===== config.mk =====
export PLATFORM = sky130hd
export DESIGN_NAME = gbch_handler
export DESIGN_NICKNAME = d
export VERILOG_FILES = /design/src/rtl/gbch_pkg.sv /design/src/rtl/gbch_handler.sv
export SDC_FILE = /design/constraint.sdc
export NUM_CORES = 1
export LEC_CHECK = 0
export ABC_AREA = 1
export CAP_MARGIN = 40
export CORE_MARGIN = 1
export CORE_UTILIZATION = 60
export DETAILED_ROUTE_END_ITERATION = 16
export DONT_BUFFER_PORTS = 1
export GPL_TIMING_DRIVEN = 0
export PLACE_DENSITY = 0.88
export RECOVER_POWER = 25
export SYNTH_ARGS = -nofsm -noshare
export SYNTH_HDL_FRONTEND = slang
export SYNTH_SLANG_ARGS = --single-unit

===== constraint.sdc =====
create_clock -name REF_CLK -period 2.7 [get_ports REF_CLK]
set_input_delay 0.135 -clock REF_CLK [delete_from_list [all_inputs] [get_ports REF_CLK]]
set_output_delay 0.135 -clock REF_CLK [all_outputs]
set_load 0.03 [all_outputs]

===== src/rtl/gbch_pkg.sv =====
// package: constants and types for the general bus command handler
// =====================================================================
// Functional notes
// - remote only when listen-addressed with ren true
// - interface clear: local, talker and listener idle
// - interface clear turns talk/listen indicators off
// - remote ignores keys except local and power
// - talker when addressed, remote or local
// - lockout disables all keys except power
// - go to local leaves remote; lockout still blocks keys
// - lockout clears only when ren goes false
// - device clear restores defaults, keeps bus address
// - selective clear acts only while listen-addressed
// - group trigger starts change only with bus source
// - serial poll byte returned on every poll
// - defaults: relays open, steps 000/001, edit relays
// - mode defaults restored on power-up and clear
// - address default 18; restore keeps address, setups
// - power up stand-alone; slave only by loop init
// - clears keep master/slave, but clear slaves
// - local key cancels remote unless locked out
package gbch_pkg;
  localparam logic [4:0] GBCH_ADDR_DEFAULT = 5'h12;
  localparam logic [8:0] GBCH_RELAY_STEP_DEF = 9'h000;
  localparam logic [8:0] GBCH_MEM_STEP_DEF = 9'h001;
  localparam logic [2:0] GBCH_DIGOUT_DEF = 3'h0;
  localparam logic [3:0] GBCH_SETTLE_DEF = 4'h0;
  localparam logic [2:0] GBCH_TRIG_SRC_EXT = 3'h7;
  localparam logic [2:0] GBCH_TRIG_SRC_GET = 3'h3;
  localparam logic [1:0] GBCH_TERM_CRLF = 2'h0;
  // avalon register offsets (byte addresses)
  localparam logic [3:0] GBCH_REG_CTRL = 4'h0;
  localparam logic [3:0] GBCH_REG_STAT = 4'h4;
  localparam logic [3:0] GBCH_REG_MODE = 4'h8;
  localparam logic [3:0] GBCH_REG_SPOLL = 4'hC;
  // ctrl bit positions
  localparam int GBCH_CTRL_RESTORE = 0;
  localparam int GBCH_CTRL_SLAVE_INIT = 1;
  localparam int GBCH_CTRL_GO_LOOP = 2;
  // mode field positions
  localparam int GBCH_MODE_TSRC_LSB = 0;
  localparam int GBCH_MODE_ADDR_LSB = 8;
  localparam int GBCH_MODE_ADDR_WE = 16;
  typedef enum logic [1:0] {
    GBCH_LOCAL = 2'b00,
    GBCH_REMOTE = 2'b01
  } gbch_rstate_t;
endpackage


===== src/rtl/gbch_handler.sv =====
// module: general bus command handler with avalon-mm control registers
`timescale 1ns/1ps
`default_nettype none
module gbch_handler
  import gbch_pkg::*;
(
  input wire logic REF_CLK,
  input wire logic NRST,
  input wire logic REN,
  input wire logic IFC,
  input wire logic CMD_LLO,
  input wire logic CMD_GTL,
  input wire logic CMD_DCL,
  input wire logic CMD_SDC,
  input wire logic CMD_GET,
  input wire logic CMD_MLA,
  input wire logic CMD_MTA,
  input wire logic CMD_UNL,
  input wire logic CMD_UNT,
  input wire logic CMD_SPOLL,
  input wire logic [7:0] SPOLL_STATUS,
  input wire logic KEY_LOCAL,
  input wire logic [7:0] KEYS_IN,
  input wire logic [3:0] AVS_ADDRESS,
  input wire logic AVS_READ,
  input wire logic AVS_WRITE,
  input wire logic [31:0] AVS_WRITEDATA,
  output logic [31:0] AVS_READDATA,
  output logic AVS_WAITREQUEST,
  output logic TALK_LED,
  output logic LISTEN_LED,
  output logic REMOTE_LED,
  output logic LOCKOUT,
  output logic [7:0] KEYS_OUT,
  output logic CLEAR_PULSE,
  output logic SLAVE_CLEAR,
  output logic TRIG_START,
  output logic [7:0] SPOLL_BYTE,
  output logic SPOLL_VALID,
  output logic SLAVE_MODE,
  output logic [8:0] RELAY_STEP,
  output logic [8:0] MEM_STEP,
  output logic RELAYS_OPEN,
  output logic EDIT_PTR_RELAYS,
  output logic [4:0] BUS_ADDR
);
  // =====================================================================
  // pin synchronisers
  localparam int NSYNC = 14;
  logic [NSYNC-1:0] s1_r, s2_r;
  logic [NSYNC-1:0] pins;
  logic [7:0] keys_s1_r, keys_s2_r;
  assign pins = {REN, IFC, CMD_LLO, CMD_GTL, CMD_DCL, CMD_SDC, CMD_GET, CMD_MLA,
                 CMD_MTA, CMD_UNL, CMD_UNT, CMD_SPOLL, KEY_LOCAL, 1'b0};
  always_ff @(posedge REF_CLK) begin
    if (!NRST) begin
      s1_r <= '0;
      s2_r <= '0;
      keys_s1_r <= '0;
      keys_s2_r <= '0;
    end else begin
      s1_r <= pins;
      s2_r <= s1_r;
      keys_s1_r <= KEYS_IN;
      keys_s2_r <= keys_s1_r;
    end
  end
  // only remote enable and interface clear act as levels; the rest act on edges
  logic ren, ifc;
  assign ren = s2_r[NSYNC-1];
  assign ifc = s2_r[NSYNC-2];
  // command strobes are levels on the pins; act on rising edges only
  logic [NSYNC-1:0] s3_r;
  always_ff @(posedge REF_CLK) begin
    if (!NRST) s3_r <= '0;
    else s3_r <= s2_r;
  end
  logic [NSYNC-1:0] rise;
  assign rise = s2_r & ~s3_r;
  logic e_llo, e_gtl, e_dcl, e_sdc, e_get, e_mla, e_mta, e_unl, e_unt, e_spl, e_local;
  assign {e_llo, e_gtl, e_dcl, e_sdc, e_get, e_mla, e_mta, e_unl, e_unt, e_spl, e_local} =
    rise[11:1];

  // =====================================================================
  // talker / listener
  logic talk_r, listen_r;
  always_ff @(posedge REF_CLK) begin
    if (!NRST) begin
      talk_r <= 1'b0;
      listen_r <= 1'b0;
    end else if (ifc) begin
      talk_r <= 1'b0;
      listen_r <= 1'b0;
    end else begin
      if (e_mta) talk_r <= 1'b1;
      else if (e_unt || e_mla) talk_r <= 1'b0;
      if (e_mla) listen_r <= 1'b1;
      else if (e_unl || e_mta) listen_r <= 1'b0;
    end
  end
  assign TALK_LED = talk_r;
  assign LISTEN_LED = listen_r;

  // =====================================================================
  // remote / lockout
  gbch_rstate_t rstate_r;
  logic lockout_r;
  logic go_local;
  assign go_local = e_gtl || (e_local && !lockout_r);
  always_ff @(posedge REF_CLK) begin
    if (!NRST) rstate_r <= GBCH_LOCAL;
    else begin
      case (rstate_r)
        GBCH_LOCAL: if (!ifc && ren && e_mla) rstate_r <= GBCH_REMOTE;
        GBCH_REMOTE: if (ifc || !ren || go_local) rstate_r <= GBCH_LOCAL;
        default: rstate_r <= GBCH_LOCAL;
      endcase
    end
  end
  always_ff @(posedge REF_CLK) begin
    if (!NRST) lockout_r <= 1'b0;
    else if (!ren) lockout_r <= 1'b0;
    else if (e_llo) lockout_r <= 1'b1;
  end
  assign REMOTE_LED = (rstate_r == GBCH_REMOTE);
  assign LOCKOUT = lockout_r;
  // power is not a gated key, so all eight keys here are ordinary keys
  always_ff @(posedge REF_CLK) begin
    if (!NRST) KEYS_OUT <= '0;
    else if (lockout_r || rstate_r == GBCH_REMOTE) KEYS_OUT <= '0;
    else KEYS_OUT <= keys_s2_r;
  end

  // =====================================================================
  // clears and defaults
  logic restore_r, loop_init_r;
  logic do_clear;
  assign do_clear = e_dcl || (e_sdc && listen_r);
  always_ff @(posedge REF_CLK) begin
    if (!NRST) begin
      CLEAR_PULSE <= 1'b1;
      SLAVE_CLEAR <= 1'b0;
    end else begin
      CLEAR_PULSE <= do_clear || restore_r;
      SLAVE_CLEAR <= do_clear && SLAVE_MODE == 1'b0 && loop_init_r;
    end
  end
  logic [2:0] tsrc_r;
  logic [4:0] addr_r;
  always_ff @(posedge REF_CLK) begin
    if (!NRST || CLEAR_PULSE) begin
      RELAY_STEP <= GBCH_RELAY_STEP_DEF;
      MEM_STEP <= GBCH_MEM_STEP_DEF;
      RELAYS_OPEN <= 1'b1;
      EDIT_PTR_RELAYS <= 1'b1;
      tsrc_r <= GBCH_TRIG_SRC_EXT;
    end else if (AVS_WRITE && AVS_ADDRESS == GBCH_REG_MODE) begin
      tsrc_r <= AVS_WRITEDATA[GBCH_MODE_TSRC_LSB +: 3];
      RELAYS_OPEN <= 1'b0;
      EDIT_PTR_RELAYS <= 1'b0;
    end
  end
  // address survives every clear and the restore command
  always_ff @(posedge REF_CLK) begin
    if (!NRST) addr_r <= GBCH_ADDR_DEFAULT;
    else if (AVS_WRITE && AVS_ADDRESS == GBCH_REG_MODE && AVS_WRITEDATA[GBCH_MODE_ADDR_WE])
      addr_r <= AVS_WRITEDATA[GBCH_MODE_ADDR_LSB +: 5];
  end
  assign BUS_ADDR = addr_r;
  // master/slave: untouched by clears
  always_ff @(posedge REF_CLK) begin
    if (!NRST) begin
      SLAVE_MODE <= 1'b0;
      loop_init_r <= 1'b0;
    end else if (AVS_WRITE && AVS_ADDRESS == GBCH_REG_CTRL) begin
      SLAVE_MODE <= AVS_WRITEDATA[GBCH_CTRL_SLAVE_INIT];
      loop_init_r <= AVS_WRITEDATA[GBCH_CTRL_GO_LOOP];
    end
  end
  always_ff @(posedge REF_CLK) begin
    if (!NRST) restore_r <= 1'b0;
    else restore_r <= AVS_WRITE && AVS_ADDRESS == GBCH_REG_CTRL &&
                      AVS_WRITEDATA[GBCH_CTRL_RESTORE];
  end

  // =====================================================================
  // trigger and serial poll
  always_ff @(posedge REF_CLK) begin
    if (!NRST) TRIG_START <= 1'b0;
    else TRIG_START <= e_get && tsrc_r == GBCH_TRIG_SRC_GET;
  end
  always_ff @(posedge REF_CLK) begin
    if (!NRST) begin
      SPOLL_BYTE <= '0;
      SPOLL_VALID <= 1'b0;
    end else begin
      SPOLL_VALID <= e_spl;
      if (e_spl) SPOLL_BYTE <= SPOLL_STATUS;
    end
  end

  // =====================================================================
  // avalon slave: writes take no wait state; reads take one so that read
  // data leave a flip-flop instead of a mux straight off the address pins
  logic rd_ack_r;
  logic [31:0] rdata_nxt;
  assign AVS_WAITREQUEST = AVS_READ && !rd_ack_r;
  always_ff @(posedge REF_CLK) begin
    if (!NRST) rd_ack_r <= 1'b0;
    else rd_ack_r <= AVS_READ && !rd_ack_r;
  end
  always_comb begin
    case (AVS_ADDRESS)
      GBCH_REG_CTRL: rdata_nxt = {29'h0, loop_init_r, SLAVE_MODE, 1'b0};
      GBCH_REG_STAT: rdata_nxt = {27'h0, lockout_r, REMOTE_LED, listen_r, talk_r, ren};
      GBCH_REG_MODE: rdata_nxt = {19'h0, addr_r, 5'h0, tsrc_r};
      GBCH_REG_SPOLL: rdata_nxt = {24'h0, SPOLL_BYTE};
      default: rdata_nxt = 32'h0;
    endcase
  end
  always_ff @(posedge REF_CLK) begin
    if (!NRST) AVS_READDATA <= 32'h0;
    else if (AVS_READ) AVS_READDATA <= rdata_nxt;
  end
endmodule
`default_nettype wire


## Word level (Yosys, flattened, before mapping)

Cells that the tools add are included.

| storage, ports and cells | value |
|---|---|
| flip-flop bits (word level) | 126 |
| output and inout port bits | 83 |
| word-level logic and storage cells | 77 |

| operators by class | value |
|---|---|
| eq/ne operators | 7 |
| mux-type cells | 8 |
| bitwise operators | 4 |
| reduce and logical (&&, ||, !) cells | 34 |

Operators by type and width:

| cell | count |
|---|---|
| one-hot mux 13 bit (4 select lines) | 1 |
| bitwise AND 12 bit | 1 |
| logical AND 1 bit | 12 |
| inverter 12 bit | 1 |
| logical OR 1 bit | 9 |
| equality test 4 bit (second input constant) | 2 |
| logical NOT 1 bit | 5 |
| equality test 4 x 3 -> 1 bit (second input constant) | 1 |
| logical NOT 4 bit | 1 |
| 2-to-1 mux 1 bit | 4 |
| 2-to-1 mux 2 bit | 2 |
| one-hot mux 2 bit (2 select lines) | 1 |
| AND reduction 2 bit | 2 |
| nonzero test 2 bit | 2 |
| OR reduction 2 bit | 2 |
| equality test 3 x 2 -> 1 bit (second input constant) | 1 |
| equality test 2 x 1 -> 1 bit (second input constant) | 1 |
| logical NOT 2 bit | 1 |
| != test 2 x 1 -> 1 bit (second input constant) | 1 |
| != test 2 bit (second input constant) | 1 |
| inverter 1 bit | 2 |

## Logic depth before layout (Yosys ltp)

Gate-level depths: netlist of the first run.

| logic depth | value |
|---|---|
| word-level depth | 7 |
| mapped depth | 7 |
| depth with buffers taken out | 7 |

## Worst setup path after synthesis of the first run

No wires, ideal clock.

| path | value |
|---|---|
| path type | reg-to-reg |
| start | reg s2_r[2] |
| end | reg SPOLL_BYTE[0] |
| setup time | 0.116 ns |
| data arrival time | 0.905 ns |
| required time | 2.584 ns |
| path slack | 1.679 ns |
| stages on the path, launching flop included | 6 |
| buffers on the path | 0 |
| path through | dfxtp_1 inv_1 nor2_1 inv_1 nor2_1 nor2_1 |

| on the way | value |
|---|---|
| word-level cells in the longest chain between the ends | 1 |

Ends and longest elaborated chain:

| element | line | RTL |
|---|---|---|
| start: declaration | gbch_handler.sv:50 | `logic [NSYNC-1:0] s1_r, s2_r;` |
| start signal: assignment | gbch_handler.sv:63 | `s2_r <= s1_r;` |
| bitwise AND 12 bit | gbch_handler.sv:79 | `assign rise = s2_r & ~s3_r;` |
| end signal: assignment | gbch_handler.sv:194 | `SPOLL_BYTE <= '0;` |
| end signal: assignment | gbch_handler.sv:198 | `if (e_spl) SPOLL_BYTE <= SPOLL_STATUS;` |
| end: declaration | gbch_handler.sv:38 | `output logic [7:0] SPOLL_BYTE,` |

No other way between the ends.
A chain may end at the register's enable or synchronous reset.

==> flow_summary.ini, run 1 <==
[run_status]
status = complete, no violations

[floorplanning]
core_area_um2 = 5921
die_w_um = 80.33
chipHeight_um = 80.33
start_util_pct = 62.17
num_rows = 28
ioPinCount = 152
die_area_um2 = 6452

[drt]
antenna_left = 0
drtIter0Drc = 121
viasPerCell = 4.592
dr.pass1.iters = 4
vias = 2907
drt_drc_violations_left = 0
routed_wl_um = 7755
wl_per_cell_um = 12.25

[timing]
worst_pin_slew_ns = 0.5645
hold_violations = 0
finalSetupViolations = 0
slew_headroom_pct = 62.23
rsz0062_at_grt = false
min_period_ns = 1.622
finalClockSkew_ns = 0.01467
final_max_slew_viol_count = 0
tns_ns = 0
fmax_ghz = 0.6166
timing.final.crit_share_pct = 60.07

[yosys]
ys_ff_latch = 103
synth_area_per_cell_um2 = 7.950
netlist_instances = 463
yosysUniqueCellTypes = 21
syn-cell-area_um2 = 3681
yosysWarnings = 0
seq_area_frac_synth_pct = 56.02

[hold_path]
min_path_type = input pin to register

[layout]
antenna_cells = 0
layout_common_cells = 112 x nand2_1, 103 x dfxtp_1, 86 x inv_1
final_common_cell = nand2_1
multi_input_area_um2 = 1096
drive_above_1_share_pct = 10.93
fin_util_pct = 76.92
final.fill_count = 409
regArea_um2 = 2062
syn_to_final_growth_pct = 23.73
fin_nets = 622

[cts]
clk_latency_ns = 0.38
cts_made_buffers = 9
cts.clk_slew.worst_paths_ns = 0.11
tritoncts = done
clockBufferDepth = 2
htree_levels = 3
clock-sinks = 103
root_buffer = clkbuf_8

[grt]
grt_pass1_wl_um = 12190
antenna_found_initial = 0
grtUsageTotal_pct = 25.32
grt_pass1_vias = 2784
grt_overflow = 0
grt_max_degree = 22

[critical_path]
slowest_stage = dlygate4sd3_1
end_kind = register
crit_top_cell = dlygate4sd3_1
cp_slowest_stage_delay_ns = 0.56
worstSetupStartpointType = input pin
worstSetupPathType = input pin to register
arrival_ns = 1.95
cp_max_fo = 9
cp.required_ns = 3.03
crit_path_cell_trace = dlygate4sd3_1 > inv_2 > nor2_1 > nand3_1 > a21oi_1 > dlygate4sd3_1

[pwr]
ir_drop_mv = 0.5372
power_density_nw_per_um2 = 625.7
power_leakage_nw = 2.433

[placement]
numPortBuffers = 0
gp_congestion = 0.8465
hpwl_um = 4965

[run]
drv_cap = 0
[final timing paths]
path	from	end	slack (ns)	cells after the start
hold / removal	AVS_WRITE	BUS_ADDR[4]	0.03	3
setup reg to reg	s2_r[2]	SPOLL_BYTE[3]	1.29	5
setup / recovery	AVS_READ	AVS_READDATA[10]	1.08	6
hold reg to reg	s3_r[7]	TRIG_START	0.40	1
[cells in the mapped netlist (all sizes together)]
library cell	count	share of area (%)
dfxtp	103	56
a21oi	12	1.6
o21ai	17	2.3
nand2	112	11
buf	44	8.5
o22ai	1	0.17
inv	87	8.9
nand3b	1	0.20
nand3	27	4.0
nor2	43	4.7
o211ai	3	0.61
clkbuf	4	0.41
nor3	6	0.82
conb	2	0.20
or2	1	0.17
[where the power goes]
part           internal, mW  leakage, nW  switching (mW)
combinational         0.107         1.49           0.167
sequential             1.57        0.843          0.0521
clock                 0.371        0.104           0.584
[state kept, by name, summed over array words and instances (netlist names), 3 cells and up]
register	cells
AVS_READDATA	13
BUS_ADDR	5
KEYS_OUT	8
SPOLL_BYTE	8
keys_s1_r	8
keys_s2_r	8
s1_r	13
s2_r	13
s3_r	11
tsrc_r	3
[metal layers]
metal | share of wire [%] | GRT usage [%] | vias to the layer above | routed length, µm
met2 | 50 | 44.79 | 131 | 3878
met5 | 0 | 0 | - | 0
li1 | - | - | 1483 | -
met4 | 2.2 | 11.25 | 0 | 167
met3 | 8.4 | 8.977 | 17 | 651
met1 | 39 | 26.94 | 1276 | 3058
[worst max-delay path, delay by kind of cell]
family                 cells  cell delay [ns]
buffers and inverters      3             1.20
and+or+nand+nor            2             0.48
AOI/OAI and AO/OA          1             0.14
[metrics by stage]
step | worst slack, ns | power [mW] | area (µm²) | hold slack (ns) | std cells
after floorplan | 1.679 | 1.842 | 3812 | 0.2326 | 498
after global placement | 1.453 | 1.866 | 3906 | 0.2343 | 573
after detailed placement | 1.387 | 1.872 | 3906 | 0.2377 | 573
after CTS | 1.129 | 2.849 | 4557 | 0.006253 | 633
after global routing | 1.015 | 2.967 | 4554 | 0.02680 | 633
final | 1.078 | 2.850 | 4554 | 0.03242 | 633
[logic make-up (layout without fill, tap and decap cells)]
| logic type | count (synthesis) | count (layout) | synth area share, % |
|---|---|---|---|
| buffers and inverters | 135 | 195 | 17.78 |
| and+or+nand+nor | 190 | 190 | 21.28 |
| other | 2 | 37 | 0.2040 |
| DFF | 103 | 103 | 56.02 |
| AOI/OAI and AO/OA | 33 | 33 | 4.725 |
[area by class of cell]
| cell class | count | area share (%) |
|---|---|---|
| Clock inverter | 7 | 1.896 |
| Multi-Input combinational cell | 260 | 24.07 |
| Tap cell | 75 | 2.060 |
| Inverter | 87 | 7.170 |
| Sequential cell | 103 | 45.27 |
| Timing Repair Buffer | 44 | 9.670 |
| Buffer | 48 | 7.143 |
| Clock buffer | 9 | 2.720 |
[timing repair]
| action | in CTS | in global routing |
|---|---|---|
| endpoints found under the hold margin | 46 | 0 |
| hold buffers | 44 | 0 |
| buffers inserted | 0 | 0 |
| gates resized for setup | 0 | 0 |
(Power assumes the default switching activity.)
==> run 2: changes to the inputs <==
--- a/config.mk
+++ b/config.mk
@@ -8,11 +8,11 @@
 export ABC_AREA = 1
 export CAP_MARGIN = 40
 export CORE_MARGIN = 1
-export CORE_UTILIZATION = 60
+export CORE_UTILIZATION = 56
 export DETAILED_ROUTE_END_ITERATION = 16
 export DONT_BUFFER_PORTS = 1
 export GPL_TIMING_DRIVEN = 0
-export PLACE_DENSITY = 0.88
+export PLACE_DENSITY = 0.86
 export RECOVER_POWER = 25
 export SYNTH_ARGS = -nofsm -noshare
 export SYNTH_HDL_FRONTEND = slang
==> constraint.sdc (replaced) <==
create_clock -name REF_CLK -period 1.46 [get_ports REF_CLK]
set_input_delay 0.073 -clock REF_CLK [delete_from_list [all_inputs] [get_ports REF_CLK]]
set_output_delay 0.073 -clock REF_CLK [all_outputs]
set_load 0.03 [all_outputs]
==> run 2 against run 1 <==
  * Sequential share of layout area down 0.64 points
  * Largest power group unchanged
  * Clock-buffer cell count unchanged
  * Worst hold slack worse by 0.0054 ns
==> flow_summary.ini, run 2 (same netlist as run 1, synthesis figures left out) <==
[run_status]
status = complete, no violations

[drt]
wl_met2_um = 3639
routed_wl_um = 7343
wl_met3_um = 590
dr.pass1.iters = 4
drt_drc_violations_left = 0
wl_per_cell_um = 11.44
highest_layer = met4
drtIter0Drc = 128
vias = 2856
antenna_left = 0
drt-met1-wl_um = 2916
viasPerCell = 4.449

[pwr]
power_leakage_nw = 2.455
ir_drop_mv = 0.9491
power_density_nw_per_um2 = 1127
p_total_mw = 5.205

[critical_path]
worstSetupPathType = input pin to register
crit_top_cell = dlygate4sd3_1
arrival_ns = 1.69
cp_max_fo = 4
worstSetupStartpointType = input pin
crit_path_cell_trace = dlygate4sd3_1 > nand3_1 > dlygate4sd3_1 > a21oi_1
cp-startpoint = AVS_WRITE
cp.required_ns = 1.76
slowest_stage = dlygate4sd3_1
r2r-start = BUS_ADDR[1]
end_kind = register
cp_slowest_stage_delay_ns = 0.64

[cts]
clockBufferDepth = 2
post_cts_buffers = 0
root_buffer = clkbuf_8
tritoncts = done
htree_levels = 3
clk_latency_ns = 0.36
cts.clk_slew.worst_paths_ns = 0.11
cts_made_buffers = 9
clock-sinks = 103

[floorplanning]
start_util_pct = 57.97
ioPinCount = 152
die_area_um2 = 6901
chipHeight_um = 83.08
die_w_um = 83.08
num_rows = 29
core_area_um2 = 6350

[placement]
numPortBuffers = 0
gp_congestion = 0.8679
hpwl_um = 4794

[layout]
fin_nets = 629
drive_above_1_share_pct = 10.97
antenna_cells = 0
top_regs = AVS_READDATA: 13 flops, s1_r: 13 flops, s2_r: 13 flops
syn_to_final_growth_pct = 25.49
final_common_cell = nand2_1
layout_common_cells = 112 x nand2_1, 103 x dfxtp_1, 86 x inv_1

[timing]
hold_violations = 0
tns_ns = 0
rsz0062_at_grt = false
final_max_slew_viol_count = 0
worst_pin_slew_ns = 0.5415
slew_headroom_pct = 63.77
finalClockSkew_ns = 0.01022
finalSetupViolations = 0
min_period_ns = 1.393
fmax_ghz = 0.7176
timing.final.crit_share_pct = 95.44

[hold_path]
min_path_type = input pin to register
min_from = NRST

[grt]
antenna_found_initial = 0
grt_pass1_wl_um = 12290
grtUsageTotal_pct = 22.36
grt_pass1_vias = 2739
grt_max_degree = 21
grt_overflow = 0

[run]
drv_cap = 0
## run 2: final timing paths
check,depth (start not counted),to,slack (ns)
worst max register to register,3,BUS_ADDR[1],0.10
worst max-delay path,4,SLAVE_MODE,0.07
worst min register to register,2,s2_r[1],0.41
worst min-delay path,4,rstate_r[0],0.03
## run 2: cell type report
cell class	instances	area, µm²
repair buffers	51	510.5
clock inverters	7	76.32
plain buffers	48	325.3
inverters	87	326.6
fillers	433	1730
well taps	77	96.34
multi-input cells	260	1099
clock buffers	9	123.9
flip-flops and latches	103	2062
## run 2: routing by layer
layer,vias to the layer above,track usage [%]
li1,1493,-
met2,148,40.09
met1,1192,24.16
met4,0,10.97
met3,23,6.064
met5,-,0
## run 2: through the flow
step	util [%]	instance area (µm²)	std cells	worst slack (ns)	hold WS, ns
floorplan	-	3812	498	0.4391	0.1706
global placement	61.56	3909	575	0.1790	0.1721
detailed placement	61.56	3909	575	0.1084	0.1745
CTS	72.75	4619	642	0.09509	0.009073
global route	72.75	4619	642	0.01313	0.06403
finish	72.75	4619	642	0.06654	0.02702
## run 2: critical path: cells and delay by family
kind | cells | cell delay [ns]
buffers and inverters | 2 | 1.28
AO/OA/AOI/OAI | 1 | 0.17
AND/OR/NAND/NOR | 1 | 0.17
## run 2: repair_timing
item                                   in CTS  in global routing
endpoints found under the hold margin      54                  0
gates resized for setup                     0                  1
hold buffers                               51                  0
setup endpoints to repair                   0                  8
## run 2: where the power goes
part	total [mW]	leakage, nW	internal (mW)	switching [mW]
sequential	3.00	0.843	2.90	0.0960
clock	1.70	0.100	0.672	1.03
combinational	0.510	1.51	0.204	0.306
total	5.20	2.46	3.78	1.43
==> run 3: changes to the inputs <==
--- a/config.mk
+++ b/config.mk
@@ -5,14 +5,13 @@
 export SDC_FILE = /design/constraint.sdc
 export NUM_CORES = 1
 export LEC_CHECK = 0
-export ABC_AREA = 1
-export CAP_MARGIN = 40
+export CAP_MARGIN = 20
 export CORE_MARGIN = 1
-export CORE_UTILIZATION = 56
+export CORE_UTILIZATION = 55
 export DETAILED_ROUTE_END_ITERATION = 16
 export DONT_BUFFER_PORTS = 1
 export GPL_TIMING_DRIVEN = 0
-export PLACE_DENSITY = 0.86
+export PLACE_DENSITY = 0.85
 export RECOVER_POWER = 25
 export SYNTH_ARGS = -nofsm -noshare
 export SYNTH_HDL_FRONTEND = slang
==> run 3 against run 2 <==
  * Register-to-register slack hardly changed
  * Sequential share of layout area is 0.99 points higher
  * Via count down 9.6%
  * Worst hold slack got worse by 0.0036 ns
  * Cell area is 2.2% lower
  * First-iteration DRC count fell by 7.8%
  * Utilization decreased by 1.6 points
  * Die area increased by 0.19%
  * Routed wire length is 3.8% higher
  * Sequential power hardly changed
  * Clock skew is 0.0045 ns lower
  * Combinational power increased by 1%
==> flow_summary.ini, run 3 <==
[drt]
wl_per_cell_um = 14.54
antenna_left = 0
drt_drc_violations_left = 0
viasPerCell = 4.927
routed_wl_um = 7619
drtIter0Drc = 118
vias = 2582
dr.pass1.iters = 5

[cts]
clock-sinks = 103
tritoncts = done
cts_made_buffers = 9
clk_latency_ns = 0.36
root_buffer = clkbuf_8
cts_hold_buf = 45
post_cts_buffers = 0
htree_levels = 3
clockBufferDepth = 2
cts.clk_slew.worst_paths_ns = 0.09
post_cts_resized = 0

[pwr]
swShare_pct = 24.73
clkPwrFrac_pct = 36.0
ir_drop_mv = 0.8203
power_leakage_nw = 1.894
pwr-share-comb_pct = 9.4
internal_power_mw = 4.108
pwr-share-seq_pct = 54.6
power_density_nw_per_um2 = 1207
power.switching_mw = 1.349

[timing]
tns_ns = 0
finalClockSkew_ns = 0.005691
finalSetupViolations = 0
rsz0062_at_grt = false
worst_pin_slew_ns = 0.6817
timing.final.crit_share_pct = 93.11
slew_headroom_pct = 54.14
hold_violations = 0
min_period_ns = 1.359
setup_slack_ns = 0.1006
final_max_slew_viol_count = 0
fmax_ghz = 0.7356

[layout]
fin_nets = 511
layout_common_cells = 103 x dfxtp_1, 47 x and2_1, 45 x dlygate4sd3_1
antenna_cells = 0
top_regs = AVS_READDATA: 13 flops, s1_r: 13 flops, s2_r: 13 flops
drive_above_1_share_pct = 14.54
syn_to_final_growth_pct = 24.77
final_common_cell = dfxtp_1

[critical_path]
cp_max_fo = 10
worstSetupStartpointType = input pin
cp_slowest_stage_delay_ns = 0.59
crit_path_cell_trace = clkbuf_1 > inv_1 > clkbuf_1 > nor4_1 > a32o_1
arrival_ns = 1.66
crit_top_cell = clkbuf_1
end_kind = register
worstSetupPathType = input pin to register
critPathTopFamily = buffers and inverters
slowest_stage = nor4_1
crit_buf_inv = 3
cp.required_ns = 1.76

[grt]
grt_pass1_vias = 2664
grtUsageTotal_pct = 23.22
grt_overflow = 0
antenna_found_initial = 0
grt_pass1_wl_um = 12440
grt_max_degree = 19

[placement]
numPortBuffers = 0
gp_congestion = 0.8443
hpwl_um = 5221
post-place-ws_ns = 0.1111

[floorplanning]
start_util_pct = 57.04
die_w_um = 83.16
core_area_um2 = 6350
die_area_um2 = 6915
chipHeight_um = 83.16
ioPinCount = 152
num_rows = 29

[yosys]
synthArstFlopShare_pct = 0
yosysUniqueCellTypes = 33
yosysWarnings = 0
yosysTopAreaCell = dfxtp_1
syn-cell-area_um2 = 3622
ys_ff_latch = 103
synth_area_per_cell_um2 = 10.32
synth-main-ff-cell = dfxtp_1
synthTopCellsByArea = dfxtp_1 57%, and2_1 11%, buf_4 8.3%
synth_top_area_share_pct = 56.93
synth_commonest_cells = 103 x dfxtp_1, 61 x and2_1, 40 x buf_4
yosysMostFrequentCell = dfxtp_1
netlist_instances = 351
synth-edff-count = 0
seq_area_frac_synth_pct = 56.93

[run]
drv_cap = 0

[hold_path]
min_path_type = input pin to register

[run_status]
status = complete, no violations
-- run 3: changes by cell type after synthesis, moves of 7 or more --
cell and change:
nand2_1 -84, mux2i_1 +7, nor2_1 -30, o21ai_0 -11
nand2b_1 +8, inv_1 -79, and2_1 +61, nand3_1 -15
-- run 3: final cells by class --
type	count	area, µm²
timing repair buffer	45	450.4
inverter	7	26.28
clock inverter	7	101.3
multi-input combinational	221	1295
fill	451	1831
sequential	103	2062
buffer	55	364.1
tap	77	96.34
clock buffer	9	123.9
-- run 3: path summary, 6_finish.rpt --
check / from / to / slack (ns) / cells past startpoint
worst max-delay path: NRST / AVS_READDATA[2] / 0.10 / 5
worst min-delay path: AVS_ADDRESS[0] / AVS_READDATA[0] / 0.02 / 2
worst max register to register: LOCKOUT / rstate_r[0] / 0.10 / 3
worst min register to register: restore_r / CLEAR_PULSE / 0.43 / 1
-- run 3: power by group through the flow --
stage	logic [mW]	clock network (mW)	registers [mW]
CTS	0.510	1.98	2.98
global route	0.553	2.12	2.99
global placement	0.406	0	3.04
floorplan	0.366	0	3.03
finish	0.515	1.96	2.98
detailed placement	0.414	0	3.05
-- run 3: cells by family (layout without fill, tap and decap cells) --
logic type | Yosys count | in the layout | synth area share [%]
AOI/OAI and AO/OA | 36 | 36 | 6.736
and+or+nand+nor | 139 | 139 | 22.00
other | 2 | 37 | 0.2073
muxes | 9 | 9 | 3.178
DFF | 103 | 103 | 56.93
buffers and inverters | 62 | 123 | 10.95
-- run 3: routing by layer --
| metal | vias up | routed length, µm | track usage, % |
|---|---|---|---|
| met5 | - | 0 | 0 |
| met2 | 143 | 3841 | 41.80 |
| li1 | 1257 | - | - |
| met4 | 0 | 224 | 13.95 |
| met3 | 19 | 604 | 5.070 |
| met1 | 1163 | 2948 | 24.69 |
-- run 3: through the flow --
stage | instance area, µm² | hold WS (ns) | utilization [%] | cells | total power [mW]
finish | 4519 | 0.02337 | 71.17 | 524 | 5.457
global route | 4519 | 0.01193 | 71.17 | 524 | 5.665
CTS | 4526 | 0.0001028 | 71.27 | 524 | 5.475
floorplan | 3754 | 0.2003 | - | 386 | 3.397
detailed placement | 3850 | 0.2033 | 60.63 | 463 | 3.460
global placement | 3850 | 0.2016 | 60.63 | 463 | 3.447
